===== src/inc/lcd_pkg.sv =====
/*
 * Constants for the level comparator and delay block: register map, field
 * layouts, reset values and timing counts.
 * Assumes a 125 MHz system clock and a 32-bit APB register bus.
 */
package lcd_pkg;
	// ****************************************
	// Widths and counts
	// ****************************************
	localparam int DW      = 32;
	localparam int AW      = 8;
	localparam int VAL_W   = 16;
	localparam int DLY_W   = 20;
	localparam int N_AN    = 4;
	localparam int N_DG    = 4;
	localparam int N_CH    = 8;
	localparam int N_STAT  = 16;
	localparam int SEL_W   = 4;
	localparam int N_ROUTE = 4;
	localparam int SUB_W   = 7;

	// ****************************************
	// Register map (byte addresses)
	// ****************************************
	localparam logic [7:0] AN_BASE    = 8'h00;
	localparam logic [7:0] AN_STRIDE  = 8'h20;
	localparam logic [7:0] AN_UPPER   = 8'h00;
	localparam logic [7:0] AN_LOWER   = 8'h04;
	localparam logic [7:0] AN_TYPE    = 8'h08;
	localparam logic [7:0] AN_ASSERT  = 8'h0C;
	localparam logic [7:0] AN_RELEASE = 8'h10;
	localparam logic [7:0] AN_TIMER   = 8'h14;
	localparam logic [7:0] DG_BASE    = 8'h80;
	localparam logic [7:0] DG_STRIDE  = 8'h10;
	localparam logic [7:0] DG_SELECT  = 8'h00;
	localparam logic [7:0] DG_ASSERT  = 8'h04;
	localparam logic [7:0] DG_RELEASE = 8'h08;
	localparam logic [7:0] DG_TIMER   = 8'h0C;
	localparam logic [7:0] ROUTE_OFS  = 8'hC0;
	localparam logic [7:0] STATUS_OFS = 8'hC4;

	// ****************************************
	// Field codes and reset values
	// ****************************************
	localparam logic             TYPE_HYST = 1'b0;
	localparam logic             TYPE_WIN  = 1'b1;
	localparam logic [VAL_W-1:0] UPPER_RST = 16'h012C;
	localparam logic [VAL_W-1:0] LOWER_RST = 16'h00C8;
	localparam logic [DLY_W-1:0] DLY_RST   = 20'h00000;
	localparam logic [15:0]      SEL_RST   = 16'h3210;
	localparam logic [15:0]      ROUTE_RST = 16'hFFFF;
	localparam logic [3:0]       ROUTE_OFF = 4'hF;

	// ****************************************
	// Timer word layout: hours, minutes, tenths of seconds
	// ****************************************
	localparam int         TEN_LSB    = 0;
	localparam int         MIN_LSB    = 10;
	localparam int         HOUR_LSB   = 16;
	localparam logic [9:0] TENTHS_MAX = 10'h257;
	localparam logic [5:0] MIN_MAX    = 6'h3B;
	localparam logic [3:0] HOUR_MAX   = 4'h9;

	// ****************************************
	// Timing
	// ****************************************
	localparam int CLK_KHZ     = 125000;
	localparam int TICK_MS     = 8;
	localparam int TENTH_MS    = 100;
	localparam int TICK_CYCLES = TICK_MS * CLK_KHZ;
endpackage


===== src/design/lcd_level_comparator_delay.sv =====
/*
 * Four analogue level comparators (hysteresis or window) and four digital
 * comparators, each followed by an assert and a release delay, evaluated
 * on a periodic update tick, with routing to relay and virtual outputs.
 * Assumes synchronous inputs, one 125 MHz clock and an APB master.
 */
// Local design decisions: the APB slave port and the address map.
`timescale 1ns/1ns

// Behaviour
// - hysteresis: rising above upper sets output
// - hysteresis: falling below lower clears output
// - hysteresis: otherwise output keeps previous state
// - window: inside band drives output high
// - window: outside band drives output low
// - type code 0 hysteresis default, 1 window
// - upper threshold settable, default 30.0
// - lower threshold settable, default 20.0
// - analogue assert delay, tenths, default zero
// - analogue release delay, same range, default zero
// - analogue delay timer readable as h:m:s.t
// - four identical independent analogue comparators
// - digital output follows selected status input
// - digital assert delay, default zero
// - digital release delay, default zero
// - digital delay timer readable as h:m:s.t
// - outputs selectable for relays and virtual routing
// - comparator and delay logic re-evaluated every 8 ms tick; bus and routing every clock
// - inverted analogue output always complements true output
// - lower above upper latches output once set
module lcd_level_comparator_delay #(
	parameter int TICK_CYCLES = lcd_pkg::TICK_CYCLES
) (
	input  wire logic                                 mclk,                    // System clock
	input  wire logic                                 rst_n,                   // Async reset
	input  wire logic                                 psel,                    // APB select
	input  wire logic                                 penable,                 // APB enable
	input  wire logic                                 pwrite,                  // APB write
	input  wire logic [lcd_pkg::AW-1:0]               paddr,                   // APB address
	input  wire logic [lcd_pkg::DW-1:0]               pwdata,                  // APB write data
	output logic      [lcd_pkg::DW-1:0]               prdata,                  // APB read data
	output logic                                      pready,                  // APB ready
	output logic                                      pslverr,                 // APB error
	input  wire logic [lcd_pkg::N_AN*lcd_pkg::VAL_W-1:0] monitored_value,      // Measured values
	input  wire logic [lcd_pkg::N_STAT-1:0]           status_in,               // Status signals
	output logic      [lcd_pkg::N_AN-1:0]             analog_cmp_out,          // Analogue outputs
	output logic      [lcd_pkg::N_AN-1:0]             analog_cmp_out_inverted, // Complements
	output logic      [lcd_pkg::N_DG-1:0]             digital_cmp_out,         // Digital outputs
	output logic      [lcd_pkg::N_ROUTE-1:0]          routed_out               // Relay/virtual
);
	// ****************************************
	// Helpers
	// ****************************************
	function automatic logic [7:0] an_addr(input int idx, input logic [7:0] ofs);
		an_addr = lcd_pkg::AN_BASE + 8'(idx) * lcd_pkg::AN_STRIDE + ofs;
	endfunction

	function automatic logic [7:0] dg_addr(input int idx, input logic [7:0] ofs);
		dg_addr = lcd_pkg::DG_BASE + 8'(idx) * lcd_pkg::DG_STRIDE + ofs;
	endfunction

	// Advances an h:m:s.t word by one tenth, saturating at the top
	function automatic logic [lcd_pkg::DLY_W-1:0] tmr_inc(input logic [lcd_pkg::DLY_W-1:0] t);
		logic [9:0] ten;
		logic [5:0] mn;
		logic [3:0] hr;
		ten = t[lcd_pkg::TEN_LSB +: 10];
		mn  = t[lcd_pkg::MIN_LSB +: 6];
		hr  = t[lcd_pkg::HOUR_LSB +: 4];
		if (ten < lcd_pkg::TENTHS_MAX) begin
			ten = ten + 10'h001;
		end else if (mn < lcd_pkg::MIN_MAX) begin
			ten = 10'h000;
			mn  = mn + 6'h01;
		end else if (hr < lcd_pkg::HOUR_MAX) begin
			ten = 10'h000;
			mn  = 6'h00;
			hr  = hr + 4'h1;
		end
		tmr_inc = {hr, mn, ten};
	endfunction

	// ****************************************
	// Update tick divider
	// ****************************************
	logic [31:0] tick_cnt_ff, nxt_tick_cnt;
	logic        tick_ff, nxt_tick;

	always_comb begin
		nxt_tick     = 1'b0;
		nxt_tick_cnt = tick_cnt_ff + 32'h1;
		if (tick_cnt_ff >= 32'(TICK_CYCLES - 1)) begin
			nxt_tick_cnt = 32'h0;
			nxt_tick     = 1'b1;
		end
	end

	always_ff @(posedge mclk or negedge rst_n) begin
		if (!rst_n) begin
			tick_cnt_ff <= 32'h0;
			tick_ff     <= 1'b0;
		end else begin
			tick_cnt_ff <= nxt_tick_cnt;
			tick_ff     <= nxt_tick;
		end
	end

	// ****************************************
	// Settings registers
	// ****************************************
	logic [lcd_pkg::VAL_W-1:0] upper_ff [lcd_pkg::N_AN];
	logic [lcd_pkg::VAL_W-1:0] lower_ff [lcd_pkg::N_AN];
	logic                      type_ff  [lcd_pkg::N_AN];
	logic [lcd_pkg::SEL_W-1:0] sel_ff   [lcd_pkg::N_DG];
	logic [lcd_pkg::DLY_W-1:0] asd_ff   [lcd_pkg::N_CH];
	logic [lcd_pkg::DLY_W-1:0] rld_ff   [lcd_pkg::N_CH];
	logic [15:0]               route_ff;
	logic [lcd_pkg::VAL_W-1:0] nxt_upper [lcd_pkg::N_AN];
	logic [lcd_pkg::VAL_W-1:0] nxt_lower [lcd_pkg::N_AN];
	logic                      nxt_type  [lcd_pkg::N_AN];
	logic [lcd_pkg::SEL_W-1:0] nxt_sel   [lcd_pkg::N_DG];
	logic [lcd_pkg::DLY_W-1:0] nxt_asd   [lcd_pkg::N_CH];
	logic [lcd_pkg::DLY_W-1:0] nxt_rld   [lcd_pkg::N_CH];
	logic [15:0]               nxt_route;
	logic                      wr_en;

	assign wr_en = psel & penable & pready & pwrite;

	always_comb begin
		nxt_route = route_ff;
		if (wr_en && paddr == lcd_pkg::ROUTE_OFS) begin
			nxt_route = pwdata[15:0];
		end
		for (int i = 0; i < lcd_pkg::N_AN; i++) begin
			nxt_upper[i] = upper_ff[i];
			nxt_lower[i] = lower_ff[i];
			nxt_type[i]  = type_ff[i];
			nxt_asd[i]   = asd_ff[i];
			nxt_rld[i]   = rld_ff[i];
			if (wr_en) begin
				if (paddr == an_addr(i, lcd_pkg::AN_UPPER)) nxt_upper[i] = pwdata[15:0];
				if (paddr == an_addr(i, lcd_pkg::AN_LOWER)) nxt_lower[i] = pwdata[15:0];
				if (paddr == an_addr(i, lcd_pkg::AN_TYPE)) nxt_type[i] = pwdata[0];
				if (paddr == an_addr(i, lcd_pkg::AN_ASSERT)) nxt_asd[i] = pwdata[19:0];
				if (paddr == an_addr(i, lcd_pkg::AN_RELEASE)) nxt_rld[i] = pwdata[19:0];
			end
		end
		for (int j = 0; j < lcd_pkg::N_DG; j++) begin
			nxt_sel[j]               = sel_ff[j];
			nxt_asd[j + lcd_pkg::N_AN] = asd_ff[j + lcd_pkg::N_AN];
			nxt_rld[j + lcd_pkg::N_AN] = rld_ff[j + lcd_pkg::N_AN];
			if (wr_en) begin
				if (paddr == dg_addr(j, lcd_pkg::DG_SELECT)) nxt_sel[j] = pwdata[3:0];
				if (paddr == dg_addr(j, lcd_pkg::DG_ASSERT))
					nxt_asd[j + lcd_pkg::N_AN] = pwdata[19:0];
				if (paddr == dg_addr(j, lcd_pkg::DG_RELEASE))
					nxt_rld[j + lcd_pkg::N_AN] = pwdata[19:0];
			end
		end
	end

	always_ff @(posedge mclk or negedge rst_n) begin
		if (!rst_n) begin
			route_ff <= lcd_pkg::ROUTE_RST;
			for (int i = 0; i < lcd_pkg::N_AN; i++) begin
				upper_ff[i] <= lcd_pkg::UPPER_RST;
				lower_ff[i] <= lcd_pkg::LOWER_RST;
				type_ff[i]  <= lcd_pkg::TYPE_HYST;
			end
			for (int j = 0; j < lcd_pkg::N_DG; j++) begin
				sel_ff[j] <= lcd_pkg::SEL_RST[j*4 +: 4];
			end
			for (int k = 0; k < lcd_pkg::N_CH; k++) begin
				asd_ff[k] <= lcd_pkg::DLY_RST;
				rld_ff[k] <= lcd_pkg::DLY_RST;
			end
		end else begin
			route_ff <= nxt_route;
			upper_ff <= nxt_upper;
			lower_ff <= nxt_lower;
			type_ff  <= nxt_type;
			sel_ff   <= nxt_sel;
			asd_ff   <= nxt_asd;
			rld_ff   <= nxt_rld;
		end
	end

	// ****************************************
	// Raw comparisons
	// ****************************************
	logic [lcd_pkg::N_AN-1:0] hyst_ff, nxt_hyst;
	logic [lcd_pkg::N_CH-1:0] raw;

	always_comb begin
		for (int i = 0; i < lcd_pkg::N_AN; i++) begin
			logic signed [lcd_pkg::VAL_W-1:0] v;
			logic signed [lcd_pkg::VAL_W-1:0] hi;
			logic signed [lcd_pkg::VAL_W-1:0] lo;
			v  = monitored_value[i*lcd_pkg::VAL_W +: lcd_pkg::VAL_W];
			hi = upper_ff[i];
			lo = lower_ff[i];
			nxt_hyst[i] = hyst_ff[i];
			if (tick_ff) begin
				if (v > hi) begin
					nxt_hyst[i] = 1'b1;
				end else if (v < lo && lo <= hi) begin
					nxt_hyst[i] = 1'b0;
				end
			end
			if (type_ff[i] == lcd_pkg::TYPE_WIN) begin
				raw[i] = (v >= lo) && (v <= hi);
			end else begin
				raw[i] = nxt_hyst[i];
			end
		end
		for (int j = 0; j < lcd_pkg::N_DG; j++) begin
			raw[j + lcd_pkg::N_AN] = status_in[sel_ff[j]];
		end
	end

	always_ff @(posedge mclk or negedge rst_n) begin
		if (!rst_n) begin
			hyst_ff <= '0;
		end else begin
			hyst_ff <= nxt_hyst;
		end
	end

	// ****************************************
	// Assert and release delay stages
	// ****************************************
	logic [lcd_pkg::N_CH-1:0]  out_ff;
	logic [lcd_pkg::DLY_W-1:0] tmr_ff [lcd_pkg::N_CH];

	for (genvar g = 0; g < lcd_pkg::N_CH; g++) begin : g_dly
		logic                      nxt_out;
		logic [lcd_pkg::DLY_W-1:0] nxt_tmr;
		logic [lcd_pkg::SUB_W-1:0] sub_ff, nxt_sub;

		always_comb begin
			logic [lcd_pkg::DLY_W-1:0] dly;
			logic [lcd_pkg::SUB_W:0]   acc;
			dly     = raw[g] ? asd_ff[g] : rld_ff[g];
			acc     = {1'b0, sub_ff} + (lcd_pkg::SUB_W+1)'(lcd_pkg::TICK_MS);
			nxt_out = out_ff[g];
			nxt_tmr = tmr_ff[g];
			nxt_sub = sub_ff;
			if (tick_ff) begin
				if (raw[g] == out_ff[g]) begin
					nxt_tmr = '0;
					nxt_sub = '0;
				end else if (dly == lcd_pkg::DLY_RST) begin
					nxt_out = raw[g];
				end else begin
					if (acc >= (lcd_pkg::SUB_W+1)'(lcd_pkg::TENTH_MS)) begin
						acc     = acc - (lcd_pkg::SUB_W+1)'(lcd_pkg::TENTH_MS);
						nxt_tmr = tmr_inc(tmr_ff[g]);
					end
					nxt_sub = acc[lcd_pkg::SUB_W-1:0];
					if (nxt_tmr >= dly) begin
						nxt_out = raw[g];
						nxt_tmr = '0;
						nxt_sub = '0;
					end
				end
			end
		end

		always_ff @(posedge mclk or negedge rst_n) begin
			if (!rst_n) begin
				out_ff[g] <= 1'b0;
				tmr_ff[g] <= '0;
				sub_ff    <= '0;
			end else begin
				out_ff[g] <= nxt_out;
				tmr_ff[g] <= nxt_tmr;
				sub_ff    <= nxt_sub;
			end
		end
	end

	// ****************************************
	// Output pins
	// ****************************************
	logic [lcd_pkg::N_AN-1:0]    inv_ff;
	logic [lcd_pkg::N_ROUTE-1:0] route_out_ff, nxt_route_out;
	logic [15:0]                 src;

	always_comb begin
		src = {4'h0, out_ff[7:4], inv_ff, out_ff[3:0]};
		for (int r = 0; r < lcd_pkg::N_ROUTE; r++) begin
			nxt_route_out[r] = src[route_ff[r*4 +: 4]];
		end
	end

	always_ff @(posedge mclk or negedge rst_n) begin
		if (!rst_n) begin
			route_out_ff <= '0;
		end else begin
			route_out_ff <= nxt_route_out;
		end
	end

	// Inverted copy driven from the same next value as the true output
	for (genvar a = 0; a < lcd_pkg::N_AN; a++) begin : g_inv
		always_ff @(posedge mclk or negedge rst_n) begin
			if (!rst_n) begin
				inv_ff[a] <= 1'b1;
			end else begin
				inv_ff[a] <= ~g_dly[a].nxt_out;
			end
		end
	end

	assign analog_cmp_out          = out_ff[3:0];
	assign analog_cmp_out_inverted = inv_ff;
	assign digital_cmp_out         = out_ff[7:4];
	assign routed_out              = route_out_ff;

	// ****************************************
	// APB read side
	// ****************************************
	logic [lcd_pkg::DW-1:0] prdata_ff, nxt_prdata;
	logic                   pready_ff, nxt_pready;
	logic                   pslverr_ff, nxt_pslverr;

	always_comb begin
		logic hit;
		hit         = 1'b0;
		nxt_prdata  = '0;
		nxt_pready  = psel & ~penable;
		if (paddr == lcd_pkg::ROUTE_OFS) begin
			hit        = 1'b1;
			nxt_prdata = {16'h0000, route_ff};
		end
		if (paddr == lcd_pkg::STATUS_OFS) begin
			hit        = 1'b1;
			nxt_prdata = {20'h00000, route_out_ff, out_ff};
		end
		for (int i = 0; i < lcd_pkg::N_AN; i++) begin
			case (paddr)
				an_addr(i, lcd_pkg::AN_UPPER): begin
					hit = 1'b1;
					nxt_prdata = {16'h0000, upper_ff[i]};
				end
				an_addr(i, lcd_pkg::AN_LOWER): begin
					hit = 1'b1;
					nxt_prdata = {16'h0000, lower_ff[i]};
				end
				an_addr(i, lcd_pkg::AN_TYPE): begin
					hit = 1'b1;
					nxt_prdata = {31'h0, type_ff[i]};
				end
				an_addr(i, lcd_pkg::AN_ASSERT): begin
					hit = 1'b1;
					nxt_prdata = {12'h000, asd_ff[i]};
				end
				an_addr(i, lcd_pkg::AN_RELEASE): begin
					hit = 1'b1;
					nxt_prdata = {12'h000, rld_ff[i]};
				end
				an_addr(i, lcd_pkg::AN_TIMER): begin
					hit = 1'b1;
					nxt_prdata = {12'h000, tmr_ff[i]};
				end
				default: begin
				end
			endcase
		end
		for (int j = 0; j < lcd_pkg::N_DG; j++) begin
			case (paddr)
				dg_addr(j, lcd_pkg::DG_SELECT): begin
					hit = 1'b1;
					nxt_prdata = {28'h0, sel_ff[j]};
				end
				dg_addr(j, lcd_pkg::DG_ASSERT): begin
					hit = 1'b1;
					nxt_prdata = {12'h000, asd_ff[j + lcd_pkg::N_AN]};
				end
				dg_addr(j, lcd_pkg::DG_RELEASE): begin
					hit = 1'b1;
					nxt_prdata = {12'h000, rld_ff[j + lcd_pkg::N_AN]};
				end
				dg_addr(j, lcd_pkg::DG_TIMER): begin
					hit = 1'b1;
					nxt_prdata = {12'h000, tmr_ff[j + lcd_pkg::N_AN]};
				end
				default: begin
				end
			endcase
		end
		if (pwrite) begin
			nxt_prdata = '0;
		end
		nxt_pslverr = nxt_pready & ~hit;
	end

	always_ff @(posedge mclk or negedge rst_n) begin
		if (!rst_n) begin
			prdata_ff  <= '0;
			pready_ff  <= 1'b0;
			pslverr_ff <= 1'b0;
		end else begin
			prdata_ff  <= nxt_prdata;
			pready_ff  <= nxt_pready;
			pslverr_ff <= nxt_pslverr;
		end
	end

	assign prdata  = prdata_ff;
	assign pready  = pready_ff;
	assign pslverr = pslverr_ff;
endmodule


===== config.mk =====
export PLATFORM = sky130hd
export DESIGN_NAME = lcd_level_comparator_delay
export DESIGN_NICKNAME = d
export VERILOG_FILES = /design/src/inc/lcd_pkg.sv /design/src/design/lcd_level_comparator_delay.sv
export SDC_FILE = /design/constraint.sdc
export NUM_CORES = 2
export LEC_CHECK = 0
export BUFFER_PORTS_ARGS = -buffer_cell sky130_fd_sc_hd__buf_2
export CORE_ASPECT_RATIO = 1.5
export CORE_UTILIZATION = 45
export CTS_CLUSTER_DIAMETER = 60
export DETAILED_ROUTE_END_ITERATION = 8
export GPL_ROUTABILITY_DRIVEN = 1
export PLACE_DENSITY = 0.6
export SLEW_MARGIN = 10
export SYNTH_ARGS = -nofsm -noshare
export SYNTH_HDL_FRONTEND = slang
export SYNTH_SLANG_ARGS = --single-unit

===== constraint.sdc =====
create_clock -name mclk -period 14.5 [get_ports mclk]
set_input_delay 0 -clock mclk [delete_from_list [all_inputs] [get_ports mclk]]
set_output_delay 0 -clock mclk [all_outputs]
set_load 0.02 [all_outputs]

==> run_results.csv <==
group,metric,value,unit
detailed_routing,drt_iter0_drc,4412,
clock_tree,root_buffer,"clkbuf_16",
yosys,synth_area_per_cell,9.94,um^2
timing,final-setup-viol-count,0,
floorplan,ios,175,
yosys,async_flop_share,1.00,
power_and_ir_drop,total_power,4.85,mW
global_routing,antenna_found_initial,20,
timing,hold_viol,0,
floorplan,coreArea,112000,um^2
power_and_ir_drop,powerDensity,86.5,nW/um^2
worst_setup_path,path_class,"flop to flop",
clock_tree,clock_latency,710,ps
yosys,synth_ff_type,"dfrtp_1",
timing,rsz0062_at_grt,"false",
yosys,syn-cell-area,50800,um^2
detailed_routing,ant_nets,0,
timing,tightest_slew,1220,ps
worst_setup_path,worst-path-max-fanout,21,
worst_setup_path,crit_arrival,7060,ps
clock_tree,cts-buffers-inserted,83,
floorplan,rows,150,
timing,period_share,0.444,
detailed_routing,via_per_inst,6.48,
layout,layout_commonest_cell,"dfrtp_1",
detailed_routing,drt-total-wl,187000,um
detailed_routing,vias,43389,
placed_design,dp_hpwl,136000,um
worst_setup_path,cp.required,15120,ps
global_routing,grt_usage,0.325,
global_routing,overflow,0,
global_routing,grt_max_degree,148,
min_path,holdPathEnd,"type_ff[3]",
clock_tree,cts.sinks,759,
min_path,worstHoldStart,"pwdata[0]",
layout,seqCellArea,19100,um^2
timing,fmax,0.155,GHz
yosys,yosys_warnings,0,
timing,drv_slew,0,
placed_design,place_congestion,0.979,
global_routing,grt_pass1_wl,278000,um
clock_tree,h-tree-depth,3,
detailed_routing,route.detailed.drc,0,
detailed_routing,drtPass1Iterations,8,
floorplan,dieArea,114000,um^2
flow_run,maxCapViolations,0,
power_and_ir_drop,power.leakage,25.9,nW
clock_tree,clockBufferDepth,3,
layout,instances_no_fill,6691,
floorplan,start_util,0.454,
min_path,hold_depth,4,
layout,drive_above_1_share,0.193,
clock_tree,post_cts_buffers,0,
layout,layout_common_cells,"dfrtp_1 (706), mux2_2 (497), nand2_1 (443)",
run_status,outcome,"complete, no violations",
min_path,hold_class,"input port to flop",
yosys,synth_seq_cells,759,
floorplan,die-height,413,um
worst_setup_path,start_kind,"flop",
global_routing,grt_pass1_vias,42993,
placed_design,io_buffers,150,
yosys,ys_types,91,
yosys,synth_edf_count,0,
timing,finalCriticalPeriod,6440,ps
layout,area_growth,10.4,%
worst_setup_path,cp-end-kind,"flop",
placed_design,dp_cells,6514,
clock_tree,clkTransAtPathRegs,60,ps
clock_tree,cts-resized-gates,0,
timing,clock_skew,35.6,ps
layout,multi_input_area,29800,um^2
worst_setup_path,ff2ff_path_depth,22,
timing,fin_tns_setup,0,ps
floorplan,die_w,276,um
worst_setup_path,timing.rr.start,"upper_ff[37]",
timing,hold_ws,50.7,ps
worst_setup_path,reg2reg_setup_slack,8060,ps
detailed_routing,wl_per_cell,27.9,um
clock_tree,postCtsHoldBufs,15,
worst_setup_path,rr_endpoint,"tmr_ff[136]",
layout,num-fill-cells,10245,
clock_tree,cts_tree,"done",
power_and_ir_drop,peakVddDrop,75.2,uV
yosys,ys_seq_area_frac,0.376,
yosys,synth_cells,5105,
timing,relSlewSlack,0.177,
layout,nNetsFinal,5712,
## final cells by class
type / instances / share of cell area
clock buffer: 123 / 0.0446
timing repair buffer: 249 / 0.0283
clock inverter: 32 / 0.00717
sequential: 759 / 0.340
multi-input combinational: 3846 / 0.532
antenna: 7 / 0.000313
tap: 1444 / 0.0323
inverter: 231 / 0.0155
## cells in the mapped netlist (17+ instances only)
cell type	instances	area (um^2)
xnor2_1	38	333
mux2i_1	185	1850
dfstp_2	52	1370
o31ai_1	34	255
a211oi_1	22	165
nand3_1	151	756
nor2b_1	60	375
nor4_1	103	644
a222oi_1	22	220
a221oi_1	71	622
o211ai_1	25	188
clkbuf_1	222	833
and2_1	28	175
a21o_1	112	841
nand2b_1	56	350
o21a_1	32	240
mux4_2	34	766
buf_1	19	71.3
mux2_2	497	5600
inv_1	229	860
o21ai_0	249	1250
nor2_1	219	822
a22oi_1	153	1150
buf_2	36	180
and3_1	46	288
dfrtp_1	707	17700
a21oi_1	208	1040
nand4_1	109	682
nor3_1	46	230
a221o_1	17	170
ha_1	417	5220
a31oi_1	38	238
xor2_1	38	333
nand2_1	443	1660
a41oi_1	23	201
a22o_1	79	692
## worst max path at each step
stage	slack [ps]	end	cells past startpoint	from
5_1_grt	7650	tmr_ff[136]	22	upper_ff[40]
3_5_place_dp	8130	tmr_ff[136]	22	upper_ff[37]
3_3_place_gp	8140	tmr_ff[136]	22	upper_ff[37]
4_1_cts	8130	tmr_ff[136]	22	upper_ff[37]
6_report	8060	tmr_ff[136]	22	upper_ff[37]
2_1_floorplan	9360	g_dly[1].sub_ff[2]	20	upper_ff[37]
## state kept, by name, summed over array words and instances (netlist names)
signal and cells:
tick_ff 1, upper_ff 64, lower_ff 64, route_ff 16, type_ff 4, routed_out 4, prdata 20, hyst_ff 4
asd_ff 160, analog_cmp_out_inverted 4, sel_ff 16, tick_cnt_ff 32, pslverr 1, pready 1, rld_ff 160, digital_cmp_out 4
tmr_ff 160, g_dly.sub_ff 40, analog_cmp_out 4
## per-layer routing
layer	global-route usage	wire, um	vias up
met2	0.548	89100	1901
met3	0.0534	13100	540
met4	0.234	15100	4
met5	0	31	-
li1	-	-	19344
met1	0.376	69700	21600
## cells by family after synthesis
kind of cell | after synthesis | synth area share
flops | 759 | 0.376
buf+inv | 523 | 0.0408
compound gates | 1259 | 0.173
xor+xnor | 76 | 0.0131
mux | 719 | 0.163
simple gates | 1351 | 0.132
other cells | 1 | 0.0000739
fa+ha+maj | 417 | 0.103
## where the power goes
group,total (mW),internal [mW],switching (mW)
Sequential,2.16,2.13,0.0231
Combinational,0.395,0.115,0.280
Clock,2.30,1.33,0.969
## worst max-delay path, cell delays in order (launching register included)
cell	delay [ps]
dfstp_2	540
inv_1	70
ha_1	280
a21oi_1	200
o21ai_0	120
o311a_1	330
o21ai_1	560
nand4_1	160
o31a_1	170
nand2_1	80
buf_4	330
mux2i_1	310
ha_1	290
and4_1	200
a2111oi_0	400
nand2_1	120
a221oi_1	410
o21ai_0	340
or2_2	400
nor4_4	330
buf_4	360
a21oi_1	110
o21ai_0	190
## metrics by stage
stage | worst slack (ps) | util | instance area [um^2]
3_3_place_gp | 8140 | 0.474 | 52900
6_report | 8060 | 0.502 | 56000
5_1_grt | 7650 | 0.502 | 56000
2_1_floorplan | 9360 | - | 50800
3_5_place_dp | 8130 | 0.474 | 52900
4_1_cts | 8130 | 0.501 | 56000
(Power assumes the default switching activity.)
